===== src/design/watchdog_cfg.svh =====
`ifndef WATCHDOG_CFG_SVH
`define WATCHDOG_CFG_SVH

// Register addresses
`define WD_ADDR_CTL    12'hff0
`define WD_ADDR_UPPER  12'hff1
`define WD_ADDR_HIGH   12'hff2
`define WD_ADDR_LOW    12'hff3

// Unlock codes
`define WD_UNLOCK_1    8'h55
`define WD_UNLOCK_2    8'haa

// Reload reset value
`define WD_RELOAD_RST  24'h000400

// Count thresholds
`define WD_NO_REFRESH  24'h000002
`define WD_COUNT_MAX   24'hffffff

// Reset status bit positions
`define WD_STAT_TMO    7
`define WD_STAT_STOP   4

// Timing
`define WD_CLK_HZ      25000000
`define WD_OSC_HZ      10000
`define WD_TICK_CYCLES (`WD_CLK_HZ / `WD_OSC_HZ)

`endif


===== src/design/watchdog_pkg.sv =====
package watchdog_pkg;

  typedef enum logic [2:0] {
    LK_IDLE  = 3'b000,
    LK_GOT55 = 3'b001,
    LK_UPPER = 3'b010,
    LK_HIGH  = 3'b011,
    LK_LOW   = 3'b100
  } lock_e;

  typedef struct packed {
    lock_e       lock;
    logic        started;
    logic        enabled;
    logic [23:0] reload;
    logic [11:0] div;
    logic        tick;
    logic        tmo_flag;
    logic        stop_flag;
    logic        irq;
    logic        sys_reset;
    logic        stop_rec;
    logic [7:0]  rdata;
  } wd_state_s;

  typedef struct packed {
    logic [23:0] count;
  } cnt_state_s;

endpackage


===== src/design/cnt_if.sv =====
interface cnt_if;
  logic        tick;
  logic        en;
  logic        load;
  logic [23:0] load_val;
  logic [23:0] count;

  modport ctl (output tick, en, load, load_val, input count);
  modport ctr (input tick, en, load, load_val, output count);
endinterface


===== src/design/wd_counter.sv =====
`include "watchdog_cfg.svh"

module wd_counter (
  input  wire logic clk_i,
  input  wire logic rst_i,
  cnt_if.ctr        cif
);

  watchdog_pkg::cnt_state_s st;
  watchdog_pkg::cnt_state_s next_st;

  always_comb begin
    next_st = st;
    if (cif.load) begin
      next_st.count = cif.load_val;
    end else if (cif.tick && cif.en) begin
      next_st.count = st.count - 24'h000001;
    end
  end

  always_ff @(posedge clk_i or posedge rst_i) begin
    if (rst_i) begin
      st <= '0;
    end else begin
      st <= next_st;
    end
  end

  assign cif.count = st.count;
endmodule


===== src/design/watchdog_down_counter.sv =====
// How it works
// - Once enabled, counts forever unless refreshed
// - Always-on option starts it after reset
// - 24-bit counter, reload upper/high/low bytes
// - Counts on a 10 kHz tick
// - No refresh once count reaches two
// - First enable loads the reload value
// - Refresh reloads counter, counting resumes
// - Debug mode refreshes continuously
// - Zero count times out; option picks response
// - Interrupt mode raises request, sets flag
// - After interrupt time-out, wraps to all ones
// - Status read clears time-out flag
// - Stop interrupt mode: recovery, request, flags
// - Reset mode forces system reset, sets flag
// - Stop reset mode: recovery, both flags
// - 55, AA, then upper, high, low bytes
// - Unlock writes change no control bits
// - Any stray write relocks sequence
// - Control write-only, reads give reset status
// - Reload byte reads return live count
`include "watchdog_cfg.svh"

module watchdog_down_counter #(
  parameter int TICK_CYCLES = `WD_TICK_CYCLES
) (
  input  wire logic        clk_i,
  input  wire logic        rst_i,
  input  wire logic        refresh_i,
  input  wire logic        debug_i,
  input  wire logic        stop_mode_i,
  input  wire logic        always_on_i,
  input  wire logic        response_reset_i,
  input  wire logic [11:0] addr_i,
  input  wire logic        wr_i,
  input  wire logic        rd_i,
  input  wire logic [7:0]  wdata_i,
  output logic      [7:0]  rdata_o,
  output logic             irq_o,
  output logic             sys_reset_o,
  output logic             stop_recovery_o,
  output logic             enabled_o
);

  if (TICK_CYCLES < 3 || TICK_CYCLES > 4096) begin : bad_tick
    $error("TICK_CYCLES must lie in 3..4096");
  end

  localparam logic [11:0] TICK_LAST = 12'(TICK_CYCLES - 1);

  watchdog_pkg::wd_state_s st;
  watchdog_pkg::wd_state_s next_st;
  cnt_if                   cif ();

  logic        load;
  logic        timeout;
  logic [23:0] count;

  assign count = cif.count;

  wd_counter counter_u (
    .clk_i (clk_i),
    .rst_i (rst_i),
    .cif   (cif)
  );

  always_comb begin
    load = debug_i
        || (!st.started && always_on_i)
        || (refresh_i && (!st.enabled || count > `WD_NO_REFRESH));
    timeout = st.enabled && st.tick && !load && count == 24'h000001;
  end

  assign cif.tick     = st.tick;
  assign cif.en       = st.enabled;
  assign cif.load     = load;
  assign cif.load_val = st.reload;

  always_comb begin
    next_st           = st;
    next_st.tick      = 1'b0;
    next_st.sys_reset = 1'b0;
    next_st.stop_rec  = 1'b0;
    next_st.started   = 1'b1;

    if (st.div == TICK_LAST) begin
      next_st.div  = 12'h000;
      next_st.tick = 1'b1;
    end else begin
      next_st.div = st.div + 12'h001;
    end

    if (refresh_i || (!st.started && always_on_i)) begin
      next_st.enabled = 1'b1;
    end

    if (rd_i) begin
      case (addr_i)
        `WD_ADDR_CTL: begin
          next_st.rdata = 8'h00;
          next_st.rdata[`WD_STAT_TMO]  = st.tmo_flag;
          next_st.rdata[`WD_STAT_STOP] = st.stop_flag;
          next_st.tmo_flag  = 1'b0;
          next_st.stop_flag = 1'b0;
        end
        `WD_ADDR_UPPER: next_st.rdata = count[23:16];
        `WD_ADDR_HIGH:  next_st.rdata = count[15:8];
        `WD_ADDR_LOW:   next_st.rdata = count[7:0];
        default:        next_st.rdata = 8'h00;
      endcase
    end

    if (timeout) begin
      next_st.tmo_flag = 1'b1;
      if (stop_mode_i) begin
        next_st.stop_flag = 1'b1;
        next_st.stop_rec  = 1'b1;
      end else if (response_reset_i) begin
        next_st.sys_reset = 1'b1;
      end
    end
    next_st.irq = next_st.tmo_flag && !response_reset_i;

    if (wr_i) begin
      next_st.lock = watchdog_pkg::LK_IDLE;
      if (addr_i == `WD_ADDR_CTL && wdata_i == `WD_UNLOCK_1) begin
        next_st.lock = watchdog_pkg::LK_GOT55;
      end else begin
        case (st.lock)
          watchdog_pkg::LK_GOT55: begin
            if (addr_i == `WD_ADDR_CTL && wdata_i == `WD_UNLOCK_2) begin
              next_st.lock = watchdog_pkg::LK_UPPER;
            end
          end
          watchdog_pkg::LK_UPPER: begin
            if (addr_i == `WD_ADDR_UPPER) begin
              next_st.reload[23:16] = wdata_i;
              next_st.lock          = watchdog_pkg::LK_HIGH;
            end
          end
          watchdog_pkg::LK_HIGH: begin
            if (addr_i == `WD_ADDR_HIGH) begin
              next_st.reload[15:8] = wdata_i;
              next_st.lock         = watchdog_pkg::LK_LOW;
            end
          end
          watchdog_pkg::LK_LOW: begin
            if (addr_i == `WD_ADDR_LOW) begin
              next_st.reload[7:0] = wdata_i;
            end
          end
          default: next_st.lock = watchdog_pkg::LK_IDLE;
        endcase
      end
    end
  end

  always_ff @(posedge clk_i or posedge rst_i) begin
    if (rst_i) begin
      st        <= '0;
      st.lock   <= watchdog_pkg::LK_IDLE;
      st.reload <= `WD_RELOAD_RST;
    end else begin
      st <= next_st;
    end
  end

  assign rdata_o         = st.rdata;
  assign irq_o           = st.irq;
  assign sys_reset_o     = st.sys_reset;
  assign stop_recovery_o = st.stop_rec;
  assign enabled_o       = st.enabled;
endmodule


===== config.mk =====
export PLATFORM = sky130hd
export DESIGN_NAME = watchdog_down_counter
export DESIGN_NICKNAME = d
export VERILOG_FILES = /design/src/design/watchdog_pkg.sv /design/src/design/cnt_if.sv /design/src/design/wd_counter.sv /design/src/design/watchdog_down_counter.sv
export VERILOG_INCLUDE_DIRS = /design/src /design/src/design
export SDC_FILE = /design/constraint.sdc
export NUM_CORES = 1
export LEC_CHECK = 0
export BUFFER_PORTS_ARGS = -buffer_cell sky130_fd_sc_hd__buf_2
export CAP_MARGIN = 20
export CORE_MARGIN = 5
export CORE_UTILIZATION = 59
export DETAILED_ROUTE_END_ITERATION = 10
export GPL_ROUTABILITY_DRIVEN = 0
export GPL_TIMING_DRIVEN = 0
export PLACE_DENSITY = 0.8
export SETUP_SLACK_MARGIN = 0.2
export SLEW_MARGIN = 25
export SYNTH_ARGS = -nofsm -noshare
export SYNTH_HDL_FRONTEND = slang
export SYNTH_SLANG_ARGS = --single-unit

===== constraint.sdc =====
create_clock -name clk_i -period 2.95 [get_ports clk_i]
set_input_delay 0.4425 -clock clk_i [delete_from_list [all_inputs] [get_ports clk_i]]
set_output_delay 0.4425 -clock clk_i [all_outputs]
set_load 0.05 [all_outputs]

# Word level (Yosys, flattened, before mapping)
# Index checks and enable logic that the tools add are counted.
# totals
reg_bits	79
latch_bits	0
mem_bits_rw	0
romBits	0
inputBits	29
output_inout_bits	12
wordCells	69
mem_count	0
# op_classes
n_addsub	2
n_mul	0
div_mod_pow	0
n_lt_le_gt_ge	1
n_eq_ne	12
n_shift	0
n_mux	18
n_bitwise	1
reduce_logical	20
# op_table
operator	n
$eq A12 B12 Y1 const B	5
$mux W24	2
$pmux W8 S4	1
$eq A24 B1 Y1 const B	1
$gt A24 B2 Y1 const B	1
$sub A24 B1 Y24 const B	1
$add A12 B1 Y12 const B	1
$mux W12	1
$mux W2	6
$reduce_and A4 Y1	3
$pmux W3 S3	1
$eq A8 B7 Y1 const B	1
$eq A8 B8 Y1 const B	1
$logic_and A1 B1 Y1	8
$eq A3 B2 Y1 const B	2
$mux W3	2
$mux W1	5
$logic_not A1 Y1	4
$logic_or A1 B1 Y1	4
$eq A3 B1 Y1 const B	1
$eq A3 B3 Y1 const B	1
$reduce_bool A2 Y1	1
$not A1 Y1	1

# Depth between registers and ports, before layout
# logic_depth
word_depth	9
depth_mapped	9
mapped_depth_nobuf	7

# Hierarchy
# A second synthesis with hierarchy kept.
# hier_totals
hier_cells	378
hier_area_um2	4065.1
# by_module_without_submodules
module	instances	cells_each	area_each_um2	seq_area_each_um2
watchdog_down_counter	1	221	2655.0	1377.6
wd_counter	1	157	1410.1	600.6

# Worst setup path before layout
# OpenSTA, ideal clock, no wires.
# synth_path
kind	reg2reg
start	reg counter_u.st, in the netlist counter_u.cif.count[8]
end	reg counter_u.st, in the netlist counter_u.cif.count[23]
setup_time_ps	125
t_arrival_ps	1972
required_time_ps	2825
slack_ps	853
path_stages_with_launch	6
n_path_buf	1
synth_period_minus_slack_ps	2097
cell_sequence	dfrtp_1 or4_4 nor4b_4 a41oi_2 buf_6 mux2_4
# synth_between
elab_chain_len	5
word_cells_on_any_way	8
classes_between	add/sub (1); order compare (1); mux (2); reduce/logical (4)
# synth_lines
element	line_no	source
from (decl)	wd_counter.sv:9	watchdog_pkg::cnt_state_s st;
from (signal assigned)	wd_counter.sv:25	st <= next_st;
$gt A24 B2 Y1 (no line)	--	
$logic_or A1 B1 Y1 (no line)	--	
$logic_and A1 B1 Y1	watchdog_down_counter.sv:70	|| (refresh_i && (!st.enabled || count > `WD_NO_REFRESH));
$logic_or A1 B1 Y1	watchdog_down_counter.sv:68	load = debug_i
$mux W24 or $reduce_bool A2 Y1 (tied branches)	--	
# Parallel ways exist; a longest one is shown, timed or not. The select of a mux whose other input is x is not followed.
# A chain may end at the register's enable or synchronous reset.

# Worst setup path after layout
# layout_path
start	reg counter_u.st, in the netlist counter_u.cif.count[3]
end	reg counter_u.st, in the netlist counter_u.cif.count[23]
# Same word-level chain as after synthesis.

==> run summary <==
==========================================================================================
Total standard cell area after synthesis                                          3960 µm²
Antenna Violating Nets Remaining                                                         0
Global route total overflow                                                              0
Number of iterations in the first detailed-routing pass                                  4
Final Hold Viols                                                                         0
Vias per cell                                                                         5.88
Critical-path maximum fanout                                                             8
Antenna cell count                                                                       0
FP Rows                                                                                 29
Global-route total usage across every layer                                          22.3%
Power Dens Cells                                                                448 nW/µm²
Number of synthesized register bits                                                     79
Number of port buffers                                                                  40
Area growth from synthesis to layout                                                 13.2%
Setup Skew                                                                         9.46 ps
Drt first-iter violations                                                              225
Hold Buf Count CTS                                                                       0
Worst hold slack                                                                   41.1 ps
Die Wd                                                                             91.9 µm
Share of synthesized area occupied by flip-flops and latches                         49.9%
Maximum operating frequency                                                      0.417 GHz
Syn_nets                                                                               395
Post-layout net count                                                                  447
Worst Setup End Kind                                                              register
FF-to-FF Start                                                                counter_u.cif.count[3]
Worst relative slew slack                                                            31.6%
Number of global-route vias before repair                                             3051
Synth cell types                                                                        50
Leakage power of the design                                                        2.12 nW
Non-filler cells, final                                                                496
Clock buffer depth                                                                       2
Clock root buffer                                                                 clkbuf_8
Initial antenna violation count                                                          0
Critical R2R Capture                                                          counter_u.cif.count[23]
TritonCTS clock tree                                                                  done
Cells on worst reg2reg path                                                              5
Placed instance count                                                                  480
# H-tree levels                                                                          3
Largest net degree at the start of global routing                                       58
Setup TNS after final layout                                                          0 ps
EDFF count, synth                                                                        0
Boundary Pins                                                                           41
Number of clock sinks                                                                   79
Final Cycle Share                                                                    81.3%
Post-Synthesis Cells                                                                   362
TritonCTS buffer count                                                                   9
Detailed Route WL                                                                  8770 µm
Avg Synthesized Cell Area                                                         10.9 µm²
WL per Instance                                                                    17.7 µm
Worst ir drop on vdd                                                              0.344 mV
Critical path launch point type                                                   register
Detail Placement HPWL                                                              6330 µm
Number of pins exceeding their max-slew limit in the final report                        0
Top_reg_cell synth                                                                 dfrtp_1
Height of the die                                                                  91.9 µm
Layout fillers                                                                         477
Total die area                                                                    8450 µm²
Synthesis warning total                                                                  0
Post-CTS Setup Bufs                                                                      0
Proportion of synthesized flip-flops having asynchronous set or reset                 100%
Transition at the pin with the smallest max-transition slack                       1020 ps
DRC                                                                                      0
Category of the most critical setup path                                        reg -> reg
Number of vias in the routed layout                                                   2916
Minimum period implied by the final worst setup slack                              2400 ps
Clk_lat worst skew                                                                  360 ps
Status                                                                        finished, final reports clean
Clock edge transition at the registers on the reported setup and hold paths          80 ps
Global-route wire length before repair                                            14800 µm
Path class of the lowest-slack min-delay path                                  in -> async
Fraction of layout cells with a size suffix above 1                                  28.2%
Starting Density                                                                     61.3%
Final setup violating endpoints                                                          0
Crit path arrival time                                                             2640 ps
RSZ-0062 raised after global routing                                                 false
Req. time, crit path                                                               3200 ps
Core region area                                                                  6460 µm²
Max Cap Violations                                                                       0
Post-cts gate resize count                                                               0
Minimum setup slack among reg-to-reg paths                                          550 ps
==========================================================================================
-- synthesized netlist by cell type, types with 2 or more instances --
master    count  share of area (%)
nand2_1      36                3.4
o21ai_1       8                1.0
buf_4         8                1.5
nor4_1        5               0.79
xnor2_1      15                3.3
and3b_1       2               0.44
inv_1        15                1.4
nor2_1       19                1.8
nand4_1       3               0.47
dfrtp_1      78                 49
xor2_1       17                3.8
nand3b_1      3               0.57
clkbuf_1      4               0.38
nand3_1      20                2.5
and4_1        2               0.44
ha_1          4                1.3
or3_1         3               0.47
mux2_2       30                8.5
mux4_2        2                1.1
nor4b_4       2                1.2
a21o_1        4               0.76
nand4b_1      2               0.44
buf_1         2               0.19
a31oi_1       5               0.79
and3_1        4               0.63
nor3_1        9                1.1
o21ai_2       7                1.5
nor2b_1       6               0.95
o21ai_0      16                2.0
a22o_1        6                1.3
buf_6         4                1.1
nor4bb_1      3               0.76
-- worst max path at each step --
stage / end / from / cells after the start
3_5_place_dp: counter_u.cif.count[9] / counter_u.cif.count[8] / 7
3_3_place_gp: st[52] / rst_i / 2
5_1_grt: counter_u.cif.count[9] / counter_u.cif.count[8] / 7
4_1_cts: counter_u.cif.count[23] / counter_u.cif.count[3] / 5
6_report: counter_u.cif.count[23] / counter_u.cif.count[3] / 5
2_1_floorplan: cif.load_val[0] / rst_i / 1
-- report_power, final --
group          switching (W)  total, W  leakage (nW)  internal, W
clock network       0.000408  0.000818        0.0981     0.000409
logic              0.0000734  0.000111         0.945    0.0000373
registers        0.000000396   0.00108          1.08      0.00108
-- layout make-up --
class,count,area (µm²),share of cell area (%)
plain buffers,18,128,2.85
clock buffers,10,138,3.07
clock inverters,6,60.1,1.34
inverters,15,58.8,1.31
multi-input cells,250,1800,40.1
flip-flops and latches,79,1980,44.1
well taps,77,96.3,2.15
repair buffers,41,228,5.08
-- cell families (layout without fill, tap and decap cells) --
logic type	after synthesis	in the layout	synth area share (%)
adders and majority gates	4	4	1.26
DFF	79	79	49.9
AOI/OAI and AO/OA	51	51	8.56
and+or+nand+nor	129	129	18.4
muxes	33	33	10.0
buffers and inverters	33	90	4.64
other	1	1	0.0947
xor gates and xnor gates	32	32	7.08
-- layer usage --
layer	track usage [%]	wire (µm)	part of all wire, %
met3	4.34	419	4.8
met1	29.4	3830	44
met4	11.4	223	2.5
met2	35.0	4300	49
met5	0	0	0
-- state kept, by name (all words and copies together), names as in the netlist --
signal and count:
stop_recovery_o 1, enabled_o 1, irq_o 1, rdata_o 8, counter_u.cif.count 24, st 18, sys_reset_o 1, cif.tick 1
cif.load_val 24
-- cell usage in the layout, fill, tap and decap left out, types with 4 or more instances in the layout --
master / synthesis / routed
dfrtp_1: 78 / 78
buf_2: 0 / 40
nand2_1: 36 / 36
mux2_2: 30 / 30
nand3_1: 20 / 20
nor2_1: 19 / 19
xor2_1: 17 / 17
o21ai_0: 16 / 16
xnor2_1: 15 / 15
inv_1: 15 / 14
clkbuf_8: 0 / 10
nor3_1: 9 / 9
o21ai_1: 8 / 8
buf_4: 8 / 8
o21ai_2: 7 / 7
nor2b_1: 6 / 6
a22o_1: 6 / 6
nor4_1: 5 / 5
a31oi_1: 5 / 5
and3_1: 4 / 4
a21o_1: 4 / 4
clkbuf_1: 4 / 4
buf_6: 4 / 4
ha_1: 4 / 4
-- worst max-delay path, cell delays in order (launching register included) --
cell      delay [ps]
dfrtp_1          450
or4_1            580
nor4_2           630
nand4b_1         210
xnor2_1          160
mux2_4           260
-- stage by stage --
step / power (W) / cell area [µm²] / utilization, % / setup slack [ps]
final: 0.00201 / 4490 / 69.4 / 552
after global routing: 0.00208 / 4490 / 69.4 / 397
after CTS: 0.00202 / 4490 / 69.4 / 566
after detailed placement: 0.00122 / 4290 / 66.4 / 594
after global placement: 0.00121 / 4260 / 65.9 / -361
after floorplan: 0.00116 / 3960 / - / 486
(Power assumes the default switching activity.)
